## src/logic/vfdsc_pkg.sv

```systemverilog
// Constants shared by the display command interpreter.
// Assumes one 50 MHz core clock and pins sampled through synchronisers.
package vfdsc_pkg;

  // ==========================================================================
  // Command byte layout
  localparam int CMD_KIND_MSB = 7;
  localparam int CMD_KIND_LSB = 6;
  localparam logic [1:0] KIND_MODE = 2'h0;
  localparam logic [1:0] KIND_DATA = 2'h1;
  localparam logic [1:0] KIND_CTRL = 2'h2;
  localparam logic [1:0] KIND_ADDR = 2'h3;

  // ==========================================================================
  // Data setting field layout and operations
  localparam int DSET_OP_LSB = 0;
  localparam int DSET_FIXED_BIT = 2;
  localparam logic [1:0] OP_WR_DISP = 2'h0;
  localparam logic [1:0] OP_WR_LED = 2'h1;
  localparam logic [1:0] OP_RD_KEY = 2'h2;

  // ==========================================================================
  // Display control layout
  localparam int CTRL_ON_BIT = 3;

  // ==========================================================================
  // Reset values
  localparam logic [3:0] MODE_RST = 4'hF;
  localparam logic [3:0] DSET_RST = 4'h0;
  localparam logic [2:0] PULSE_RST = 3'h0;
  localparam logic [3:0] LED_RST = 4'h0;
  localparam logic [5:0] ADDR_RST = 6'h00;

  // ==========================================================================
  // Memory and key matrix sizes
  localparam int RAM_DEPTH = 36;
  localparam logic [5:0] ADDR_LAST = 6'h23;
  localparam logic [5:0] ADDR_TOP = 6'h3F;
  localparam int KEY_SOURCES = 16;
  localparam int KEY_BITS = 32;
  localparam logic [4:0] SEG_BASE = 5'h1C;
  localparam logic [3:0] GRID_MIN = 4'h4;
  localparam logic [3:0] GRID_MAX = 4'hC;
  localparam int KEY_SLOT_CYCLES = 500;

  // ==========================================================================
  // Write queue entry tags
  localparam logic [1:0] TAG_DISP = 2'h0;
  localparam logic [1:0] TAG_LED = 2'h1;
  localparam logic [1:0] TAG_ADDR = 2'h2;
  localparam int ENTRY_W = 11;
  localparam int FIFO_DEPTH = 8;

  // Serial frame states, Gray coded along idle, command, data
  typedef enum logic [1:0] {
    FR_IDLE = 2'b00,
    FR_CMD = 2'b01,
    FR_DATA = 2'b11,
    FR_READ = 2'b10
  } vfdsc_frame_e;

endpackage : vfdsc_pkg

```

## src/logic/vfdsc_top.sv

```systemverilog
// Serial command interpreter, display RAM, key store and Led_output_port.
// Assumes raw pins from the host link and key matrix; scan logic reads RAM.
//
// Functional notes
// (RULE1) Sample data on serial clock rise, strobe low
// (RULE2) Shift read data on falling edge, LSB first
// (RULE3) First byte after strobe falls is command
// (RULE4) Strobe high mid-byte discards partial byte
// (RULE5) Mode command: b7,b6 zero; b5,b4 ignored
// (RULE6) Mode sets grid count and segment count
// (RULE7) Changed mode blanks display, stops key scan
// (RULE8) Same mode command does nothing at all
// (RULE9) Power-on mode: twelve digits, sixteen segments
// (RULE10) Display RAM 00H..23H, three bytes per digit
// (RULE11) Low nibble then high nibble per byte
// (RULE12) Data command: b7 zero, b6 one; b5,b4 ignored
// (RULE13) Data setting low bits reset to zero
// (RULE14) One stored bit per each of 32 keys
// (RULE15) Key returns latched at display cycle end
// (RULE16) Four sources per byte, first return first
// (RULE17) Key bytes read in order, LSB first
// (RULE18) LED byte bits b0..b3 drive lamps 1..4
// (RULE19) LED byte bits b4..b7 ignored
// (RULE20) Lamp outputs active low
// (RULE21) Lamp bits reset to zero, all lit
// (RULE22) Address above 23H drops data; reset 00H
// (RULE23) Host waits 1 us before first read clock
// (RULE24) Power-on: narrowest pulse, display off, no scan
// (RULE25) Address increments after each display byte
// (RULE26) Mode low bits decode grid and segment counts
// (RULE27) Data setting selects operation and addressing
// (RULE28) Open-drain output released unless reading

// ============================================================================
// Write queue between the serial receiver and the storage writer
module vfdsc_fifo #(
  parameter int WIDTH = 11,
  parameter int DEPTH = 8
) (
  // Clock and reset
  input wire logic clk,
  input wire logic rst,
  // Fill side
  input wire logic in_valid,
  output logic in_ready,
  input wire logic [WIDTH-1:0] in_data,
  // Drain side
  output logic out_valid,
  input wire logic out_ready,
  output logic [WIDTH-1:0] out_data
);
  localparam int AW = $clog2(DEPTH);

  logic [WIDTH-1:0] mem [DEPTH];
  logic [AW-1:0] wr_ptr_r;
  logic [AW-1:0] rd_ptr_r;
  logic [AW:0] count_r;
  wire push = in_valid && in_ready;
  wire pop = out_valid && out_ready;

  // Honest flags from the occupancy count
  assign in_ready = (count_r != (AW+1)'(DEPTH));
  assign out_valid = (count_r != '0);
  assign out_data = mem[rd_ptr_r];

  // Storage array, no reset needed
  always_ff @(posedge clk) begin
    if (push) begin
      mem[wr_ptr_r] <= in_data;
    end
  end

  // Pointers wrap at depth, which need not be a power of two
  always_ff @(posedge clk or posedge rst) begin
    if (rst) begin
      wr_ptr_r <= '0;
      rd_ptr_r <= '0;
      count_r <= '0;
    end else begin
      if (push) begin
        wr_ptr_r <= (wr_ptr_r == AW'(DEPTH - 1)) ? '0 : wr_ptr_r + 1'b1;
      end
      if (pop) begin
        rd_ptr_r <= (rd_ptr_r == AW'(DEPTH - 1)) ? '0 : rd_ptr_r + 1'b1;
      end
      count_r <= count_r + (AW+1)'(push) - (AW+1)'(pop);
    end
  end
endmodule : vfdsc_fifo

// ============================================================================
// Top level
module vfdsc_top #(
  parameter int SLOT_CYCLES = vfdsc_pkg::KEY_SLOT_CYCLES,
  parameter int QUEUE_DEPTH = vfdsc_pkg::FIFO_DEPTH
) (
  // Clock and reset
  input wire logic core_clk,
  input wire logic rst,
  // Host serial link pins
  input wire logic frame_strobe,
  input wire logic serial_clk,
  input wire logic serial_din,
  output logic serial_dout_o,
  output logic serial_dout_oe,
  // Key matrix return pins
  input wire logic key_return_first,
  input wire logic key_return_second,
  // Lamp pins, low means lit
  output logic lamp_out_first,
  output logic lamp_out_second,
  output logic lamp_out_third,
  output logic lamp_out_fourth,
  // Display scan side
  input wire logic disp_rd_en,
  input wire logic [5:0] disp_rd_addr,
  output logic [7:0] disp_rd_data,
  output logic display_on,
  output logic [2:0] pulse_width,
  output logic [3:0] grid_count,
  output logic [4:0] segment_count,
  output logic key_scan_active,
  output logic [3:0] key_source_sel,
  // Status
  output logic data_overrun
);

  // ==========================================================================
  // Pin synchronisers; only stage two and later are looked at
  logic sclk_s1, sclk_s2, sclk_s3;
  logic stb_s1, stb_s2, stb_s3;
  logic din_s1, din_s2;
  logic kr1_s1, kr1_s2;
  logic kr2_s1, kr2_s2;

  always_ff @(posedge core_clk or posedge rst) begin
    if (rst) begin
      {sclk_s1, sclk_s2, sclk_s3} <= 3'h7;
      {stb_s1, stb_s2, stb_s3} <= 3'h7;
      {din_s1, din_s2} <= 2'h3;
      {kr1_s1, kr1_s2, kr2_s1, kr2_s2} <= 4'h0;
    end else begin
      {sclk_s1, sclk_s2, sclk_s3} <= {serial_clk, sclk_s1, sclk_s2};
      {stb_s1, stb_s2, stb_s3} <= {frame_strobe, stb_s1, stb_s2};
      {din_s1, din_s2} <= {serial_din, din_s1};
      {kr1_s1, kr1_s2} <= {key_return_first, kr1_s1};
      {kr2_s1, kr2_s2} <= {key_return_second, kr2_s1};
    end
  end

  // Edge detection; clock ignored while strobe is high
  wire sclk_rise = sclk_s2 && !sclk_s3 && !stb_s2; // RULE1
  wire sclk_fall = !sclk_s2 && sclk_s3 && !stb_s2; // RULE2

  // ==========================================================================
  // Serial receiver
  vfdsc_pkg::vfdsc_frame_e frame_r, frame_nxt;
  logic [7:0] shift_r;
  logic [2:0] bit_cnt_r;
  wire byte_done = sclk_rise && (bit_cnt_r == 3'h7);
  wire [7:0] rx_byte = {din_s2, shift_r[7:1]};
  wire is_cmd = byte_done && (frame_r == vfdsc_pkg::FR_CMD); // RULE3
  wire is_data = byte_done && (frame_r == vfdsc_pkg::FR_DATA);
  wire [1:0] cmd_kind = rx_byte[vfdsc_pkg::CMD_KIND_MSB:vfdsc_pkg::CMD_KIND_LSB];
  wire kind_mode = is_cmd && (cmd_kind == vfdsc_pkg::KIND_MODE); // RULE5
  wire kind_data = is_cmd && (cmd_kind == vfdsc_pkg::KIND_DATA); // RULE12
  wire kind_ctrl = is_cmd && (cmd_kind == vfdsc_pkg::KIND_CTRL);
  wire kind_addr = is_cmd && (cmd_kind == vfdsc_pkg::KIND_ADDR);
  wire rd_req = kind_data && (rx_byte[1:0] == vfdsc_pkg::OP_RD_KEY);

  // Frame state: strobe high always returns to idle
  always_comb begin
    frame_nxt = frame_r;
    case (frame_r)
      vfdsc_pkg::FR_IDLE: begin
        if (!stb_s2) frame_nxt = vfdsc_pkg::FR_CMD;
      end
      vfdsc_pkg::FR_CMD: begin
        if (rd_req) frame_nxt = vfdsc_pkg::FR_READ;
        else if (is_cmd) frame_nxt = vfdsc_pkg::FR_DATA;
      end
      default: begin
        frame_nxt = frame_r;
      end
    endcase
    if (stb_s2) frame_nxt = vfdsc_pkg::FR_IDLE; // RULE4
  end

  // Shift register collects LSB first; count cleared by strobe
  always_ff @(posedge core_clk or posedge rst) begin
    if (rst) begin
      frame_r <= vfdsc_pkg::FR_IDLE;
      shift_r <= 8'h00;
      bit_cnt_r <= 3'h0;
    end else begin
      frame_r <= frame_nxt;
      if (stb_s2) begin
        bit_cnt_r <= 3'h0; // RULE4
      end else if (sclk_rise) begin
        shift_r <= rx_byte; // RULE1
        bit_cnt_r <= bit_cnt_r + 3'h1;
      end
    end
  end

  // ==========================================================================
  // Command registers
  logic [3:0] mode_r;
  logic [3:0] dset_r;
  logic [2:0] pulse_r;
  logic disp_on_r;
  wire mode_change = kind_mode && (rx_byte[3:0] != mode_r); // RULE8

  always_ff @(posedge core_clk or posedge rst) begin
    if (rst) begin
      mode_r <= vfdsc_pkg::MODE_RST; // RULE9
      dset_r <= vfdsc_pkg::DSET_RST; // RULE13
      pulse_r <= vfdsc_pkg::PULSE_RST; // RULE24
      disp_on_r <= 1'b0; // RULE24
    end else begin
      if (mode_change) begin
        mode_r <= rx_byte[3:0]; // RULE26
        disp_on_r <= 1'b0; // RULE7
      end
      if (kind_data) dset_r <= rx_byte[3:0]; // RULE27
      if (kind_ctrl) begin
        disp_on_r <= rx_byte[vfdsc_pkg::CTRL_ON_BIT];
        pulse_r <= rx_byte[2:0];
      end
    end
  end

  // Mode decode: top code bit set means twelve grids; segments fill to 28
  wire [3:0] grids = mode_r[3] ? vfdsc_pkg::GRID_MAX
                               : vfdsc_pkg::GRID_MIN + {1'b0, mode_r[2:0]}; // RULE26
  assign grid_count = grids; // RULE6
  assign segment_count = vfdsc_pkg::SEG_BASE - {1'b0, grids}; // RULE6
  assign display_on = disp_on_r;
  assign pulse_width = pulse_r;

  // ==========================================================================
  // Write queue; address commands ride with data so order is kept
  wire [1:0] data_op = dset_r[1:0];
  wire [1:0] push_tag = kind_addr ? vfdsc_pkg::TAG_ADDR
                      : (data_op == vfdsc_pkg::OP_WR_LED) ? vfdsc_pkg::TAG_LED
                      : vfdsc_pkg::TAG_DISP;
  wire push_valid = kind_addr || is_data; // RULE27
  wire [vfdsc_pkg::ENTRY_W-1:0] push_entry = {dset_r[vfdsc_pkg::DSET_FIXED_BIT], push_tag,
                                              rx_byte};
  wire push_ready;
  wire pop_valid;
  wire [vfdsc_pkg::ENTRY_W-1:0] pop_entry;
  wire pop_ready = !disp_rd_en; // Scan reads win the RAM port

  vfdsc_fifo #(
    .WIDTH(vfdsc_pkg::ENTRY_W),
    .DEPTH(QUEUE_DEPTH)
  ) u_queue (
    .clk(core_clk),
    .rst(rst),
    .in_valid(push_valid),
    .in_ready(push_ready),
    .in_data(push_entry),
    .out_valid(pop_valid),
    .out_ready(pop_ready),
    .out_data(pop_entry)
  );

  // Link cannot be stalled, so a full queue loses the byte and flags it
  logic overrun_r;
  always_ff @(posedge core_clk or posedge rst) begin
    if (rst) begin
      overrun_r <= 1'b0;
    end else if (push_valid && !push_ready) begin
      overrun_r <= 1'b1;
    end else if (frame_r == vfdsc_pkg::FR_IDLE && !stb_s2) begin
      overrun_r <= 1'b0;
    end
  end
  assign data_overrun = overrun_r;

  // ==========================================================================
  // Storage writer
  logic [7:0] ram [vfdsc_pkg::RAM_DEPTH];
  logic [5:0] addr_r;
  logic [3:0] led_r;
  logic [7:0] rd_data_r;
  wire pop = pop_valid && pop_ready;
  wire [1:0] pop_tag = pop_entry[9:8];
  wire pop_fixed = pop_entry[10];
  wire addr_ok = (addr_r <= vfdsc_pkg::ADDR_LAST); // RULE22
  wire ram_we = pop && (pop_tag == vfdsc_pkg::TAG_DISP) && addr_ok;

  // RAM writes and scan reads; each byte holds low then high nibble
  always_ff @(posedge core_clk) begin
    if (ram_we) ram[addr_r] <= pop_entry[7:0]; // RULE10 RULE11
  end

  // Address pointer and lamp port
  always_ff @(posedge core_clk or posedge rst) begin
    if (rst) begin
      addr_r <= vfdsc_pkg::ADDR_RST; // RULE22
      led_r <= vfdsc_pkg::LED_RST; // RULE21
      rd_data_r <= 8'h00;
    end else begin
      if (pop && pop_tag == vfdsc_pkg::TAG_ADDR) begin
        addr_r <= pop_entry[5:0];
      end else if (pop && pop_tag == vfdsc_pkg::TAG_DISP && !pop_fixed
                   && addr_r != vfdsc_pkg::ADDR_TOP) begin
        addr_r <= addr_r + 6'h01; // RULE25
      end
      if (pop && pop_tag == vfdsc_pkg::TAG_LED) begin
        led_r <= pop_entry[3:0]; // RULE18 RULE19
      end
      if (disp_rd_en) begin
        rd_data_r <= (disp_rd_addr <= vfdsc_pkg::ADDR_LAST) ? ram[disp_rd_addr] : 8'h00;
      end
    end
  end
  assign disp_rd_data = rd_data_r;

  // Stored one drives pin high, lamp dark
  assign lamp_out_first = led_r[0]; // RULE20
  assign lamp_out_second = led_r[1];
  assign lamp_out_third = led_r[2];
  assign lamp_out_fourth = led_r[3];

  // ==========================================================================
  // Key scan: one slot per source, running only while display is on
  logic [15:0] slot_cnt_r;
  logic [3:0] src_r;
  logic [vfdsc_pkg::KEY_BITS-1:0] key_work_r;
  logic [vfdsc_pkg::KEY_BITS-1:0] key_store_r;
  logic [vfdsc_pkg::KEY_BITS-1:0] key_merge;
  wire slot_end = disp_on_r && (slot_cnt_r == 16'(SLOT_CYCLES - 1)); // RULE7

  // Bit 2s is first return, 2s+1 second return of source s
  for (genvar g = 0; g < vfdsc_pkg::KEY_SOURCES; g++) begin : g_key
    assign key_merge[2*g +: 2] = (src_r == 4'(g)) ? {kr2_s2, kr1_s2}
                                                  : key_work_r[2*g +: 2]; // RULE16
  end

  always_ff @(posedge core_clk or posedge rst) begin
    if (rst) begin
      slot_cnt_r <= 16'h0000;
      src_r <= 4'h0;
      key_work_r <= 32'h0000_0000;
      key_store_r <= 32'h0000_0000;
    end else if (!disp_on_r) begin
      slot_cnt_r <= 16'h0000; // RULE7
      src_r <= 4'h0;
    end else if (slot_end) begin
      slot_cnt_r <= 16'h0000;
      src_r <= src_r + 4'h1;
      key_work_r <= key_merge; // RULE14
      if (src_r == 4'hF) key_store_r <= key_merge; // RULE15
    end else begin
      slot_cnt_r <= slot_cnt_r + 16'h0001;
    end
  end
  assign key_scan_active = disp_on_r;
  assign key_source_sel = src_r;

  // ==========================================================================
  // Read-back: snapshot at the command so a scan cannot tear the bytes
  logic [vfdsc_pkg::KEY_BITS-1:0] rd_snap_r;
  logic [4:0] rd_idx_r;
  logic dout_low_r;

  always_ff @(posedge core_clk or posedge rst) begin
    if (rst) begin
      rd_snap_r <= 32'h0000_0000;
      rd_idx_r <= 5'h00;
      dout_low_r <= 1'b0;
    end else if (rd_req) begin
      rd_snap_r <= key_store_r;
      rd_idx_r <= 5'h00;
      dout_low_r <= 1'b0;
    end else if (frame_r != vfdsc_pkg::FR_READ || stb_s2) begin
      dout_low_r <= 1'b0; // RULE28
    end else if (sclk_fall) begin
      dout_low_r <= !rd_snap_r[rd_idx_r]; // RULE2 RULE17
      rd_idx_r <= rd_idx_r + 5'h01; // RULE17
    end
  end

  // Open drain: only ever pulls low
  assign serial_dout_o = 1'b0;
  assign serial_dout_oe = dout_low_r; // RULE28

endmodule : vfdsc_top

```

## config.mk

```make
export PLATFORM = sky130hd
export DESIGN_NAME = vfdsc_top
export DESIGN_NICKNAME = d
export VERILOG_FILES = /design/src/logic/vfdsc_pkg.sv /design/src/logic/vfdsc_top.sv
export SDC_FILE = /design/constraint.sdc
export NUM_CORES = 1
export LEC_CHECK = 0
export ABC_AREA = 1
export BUFFER_PORTS_ARGS = -buffer_cell sky130_fd_sc_hd__buf_2
export CAP_MARGIN = 40
export CORE_MARGIN = 5
export CORE_UTILIZATION = 40
export DETAILED_ROUTE_END_ITERATION = 10
export MAX_ROUTING_LAYER = met4
export PLACE_DENSITY = 0.59
export SYNTH_ARGS = -nofsm -noshare
export SYNTH_HDL_FRONTEND = slang
export SYNTH_HIERARCHICAL = 1
export SYNTH_SLANG_ARGS = --single-unit
export TNS_END_PERCENT = 50
```

## constraint.sdc

```tcl
create_clock -name core_clk -period 5.8 [get_ports core_clk]
set_input_delay 1.16 -clock core_clk [delete_from_list [all_inputs] [get_ports core_clk]]
set_output_delay 1.16 -clock core_clk [all_outputs]
set_load 0.03 [all_outputs]
```

==> run metrics <==
row count=90; Post-synth EDFFs=376; CP dominant cell by count=nand2_1; cell family contributing the most delay on the critical path=simple AND/OR/NAND/NOR gates; most frequent cells in the layout=nand2_1, edfxtp_1, inv_1; slowest cell delay on critical path=0.68 ns; synth top area cells=edfxtp_1, dfrtp_1, nand2_1, nand3_1, inv_1; Tot GR Track Use=18.02%; RSZ-0062 raised after global routing=false; Slew HR=31.37%; synthesis-to-finish area growth=11.28%; endpoint class of the critical path=register; largest net degree at the start of global routing=174; Syn Inst Count=2437; Post-Syn Area=24370 um^2; buffer and inverter count on the worst path=3; die area=65960 um^2; arrival time at the worst endpoint=3.93 ns; nets@finish=2500; crit start category=register; ys async rst share=32.74%; share of cells above drive strength 1=8.479%; Hold Vio Cnt, Final=0; initial antenna violation count=3; synthesized net count=2472; I/O Buffers=45; CTS sink count=559; gr ovfl total=0; # Max-Cap Violations=0; Iteration-0 DRC Markers=1167; total power=10800 uW; CP max-delay cell=nor2_1; Top Usage Layer GRT=met2; Crit Path Max Fanout=47; starting density of the core=40.38%; CTS Buf Count=57; sequential-to-total area share from yosys stat=65.18%; fillers=5729; Reg clk slew, reported paths=0.06 ns; die height=256.8 um; WS Path Type=register to register; clock skew=0.01931 ns; critical-path cell list=buf_4, inv_4, nand2_1, nand3_1, nand2_1, nand2_1, nand2_1, nor3_1, inv_1, a21oi_2, nand4_1, nor2_1; Leak Pwr=0.01141 uW; Worst-Skew Late Latency=0.61 ns; root buffer cell=clkbuf_16; DRC=0; ANT nets after route=0; gp weighted congestion=0.9114; WHS Endpoint=kr1_s2$_DFF_PP0_; status=completed; met2 GRT Util=29.45%; Synth Register Bits=559; Die X=256.8 um; Setup TNS=0 ns; Synth top area share=46.33%; setup slack, reg-to-reg=2.10 ns; detailed-route via count=16550; f_max=0.2704 GHz; Final Max Tran Viols=0; met1 usage=23.30%; Floorplan Core Area=60360 um^2; worst reg2reg path depth=12; met3 Use GR=2.843%; hold buffer count at CTS=0; postcts setup bufs=0; hold path depth=0; vias in the first global route=16480; Critical R2R Launch=u_queue/rd_ptr_r[0]$_DFFE_PP0P_; min cycle time layout=3.698 ns; Routed WL per cell=17.72 um; CTS tree=built; CP Data Required Time=6.03 ns; routed wire length=58390 um; # H-tree levels=2; commonest non-fill, non-tap cell in the layout=nand2_1; Tightest Pin Transition=1.030 ns; Peak VDD IR=249.9 uV; Final setup viols=0; first-pass GRT wire length=91930 um; vias per cell=5.023; Critical R2R Capture=ram[22][7]$_DFFE_PP_; Detailed Place HPWL=35460 um; drt pass-1 iters=6; commonest register cell after synthesis=edfxtp_1; Netlist cell types=50; Mapped Avg Cell Area=10.00 um^2; I/O pins=47; HP Start=kr1_s1$_DFF_PP0_; leading area contributor after synthesis=edfxtp_1; power density cells=398.1 nW/um^2; post-cts sizing count=0; Hold Crit Class=register to register; period utilization=63.75%; CTS max path bufs=3; Syn. warnings=6
[cell families after synthesis]
family | share of synthesized area, %
fa+ha+maj | 1.109
xor+xnor | 0.5390
compound gates | 5.345
flops | 65.18
buf+inv | 6.289
other cells | 0.01539
simple gates | 20.87
mux | 0.6571
[metrics by stage]
step                setup slack [ns]  hold WS (ns)  utilization [%]  std cells  cell area (um^2)
floorplan                      2.438        0.3312                -       2437             24370
global placement               2.003        0.3326            41.75       3187             25200
detailed placement             1.928        0.3371            41.76       3188             25210
CTS                            2.046        0.3487            44.93       3294             27120
global route                   1.720        0.3621            44.93       3295             27120
finish                         2.102        0.3451            44.93       3295             27120
[routing by layer]
layer	part of all wire [%]	vias up
met1	43	7956
li1	-	8079
met5	0	-
met2	48	401
met4	3.2	0
met3	5.2	114
[synth_stat cells (3+ instances only)]
cell	count
a31oi_1	4
ha_1	20
buf_1	9
clkbuf_1	27
xnor2_1	5
edfxtp_1	376
o21ai_1	26
o21ai_0	136
nor2_1	164
nand2_1	816
a21oi_1	35
o21ai_2	15
xor2_1	10
nand4_1	18
and3_1	4
or2_2	3
inv_2	6
o221ai_1	6
buf_4	13
nand3_1	195
dfrtp_1	172
buf_2	40
mux2i_1	16
o211ai_1	5
nor4_1	4
buf_6	15
clkinv_1	3
dfstp_2	11
inv_1	232
nor3_1	22
[state kept, by name, indices dropped and copies added (netlist names), 2 cells and up]
signal and flops:
ram 288, u_queue/mem 88, key_store_r 32, rd_snap_r 32, key_work_r 30, slot_cnt_r 16, disp_rd_data 8, shift_r 7
addr_r 6, rd_idx_r 5, key_source_sel 4, led_r 4, mode_r 4, u_queue/count_r 4, bit_cnt_r 3, dset_r 3
pulse_width 3, u_queue/rd_ptr_r 3, u_queue/wr_ptr_r 3, frame_r 2
[where the power goes]
group | total [uW] | leakage, uW | switching, uW | internal [uW]
logic | 2020 | 0.00465 | 1640 | 384
registers | 5050 | 0.00582 | 124 | 4930
clock network | 3720 | 0.000934 | 1520 | 2200
[cell type report]
type                    instances  area (um^2)  share of cell area, %
multi-input cells            1529         6960                  25.66
well taps                     782        978.4                  3.608
clock inverters                29        305.3                  1.126
repair buffers                 73        450.4                  1.661
inverters                     245        934.6                  3.446
diodes                          1        2.502               0.009227
clock buffers                  77         1605                  5.919
flip-flops and latches        559        15880                  58.57
[how the worst max path moves through the flow]
stage                               startpoint                    end  slack [ns]  depth (start not counted)
2_1_floorplan                              rst  addr_r[0]$_DFFE_PP0P_        2.44                          1
3_3_place_gp                        disp_rd_en   ram[27][0]$_DFFE_PP_        2.00                          8
3_5_place_dp                        disp_rd_en   ram[25][0]$_DFFE_PP_        1.93                          8
4_1_cts        u_queue/rd_ptr_r[0]$_DFFE_PP0P_   ram[22][5]$_DFFE_PP_        2.05                         12
5_1_grt        u_queue/rd_ptr_r[0]$_DFFE_PP0P_    ram[9][3]$_DFFE_PP_        1.72                         12
6_report       u_queue/rd_ptr_r[0]$_DFFE_PP0P_   ram[22][7]$_DFFE_PP_        2.10                         12
No activity file was read; power rests on OpenSTA's default activity.
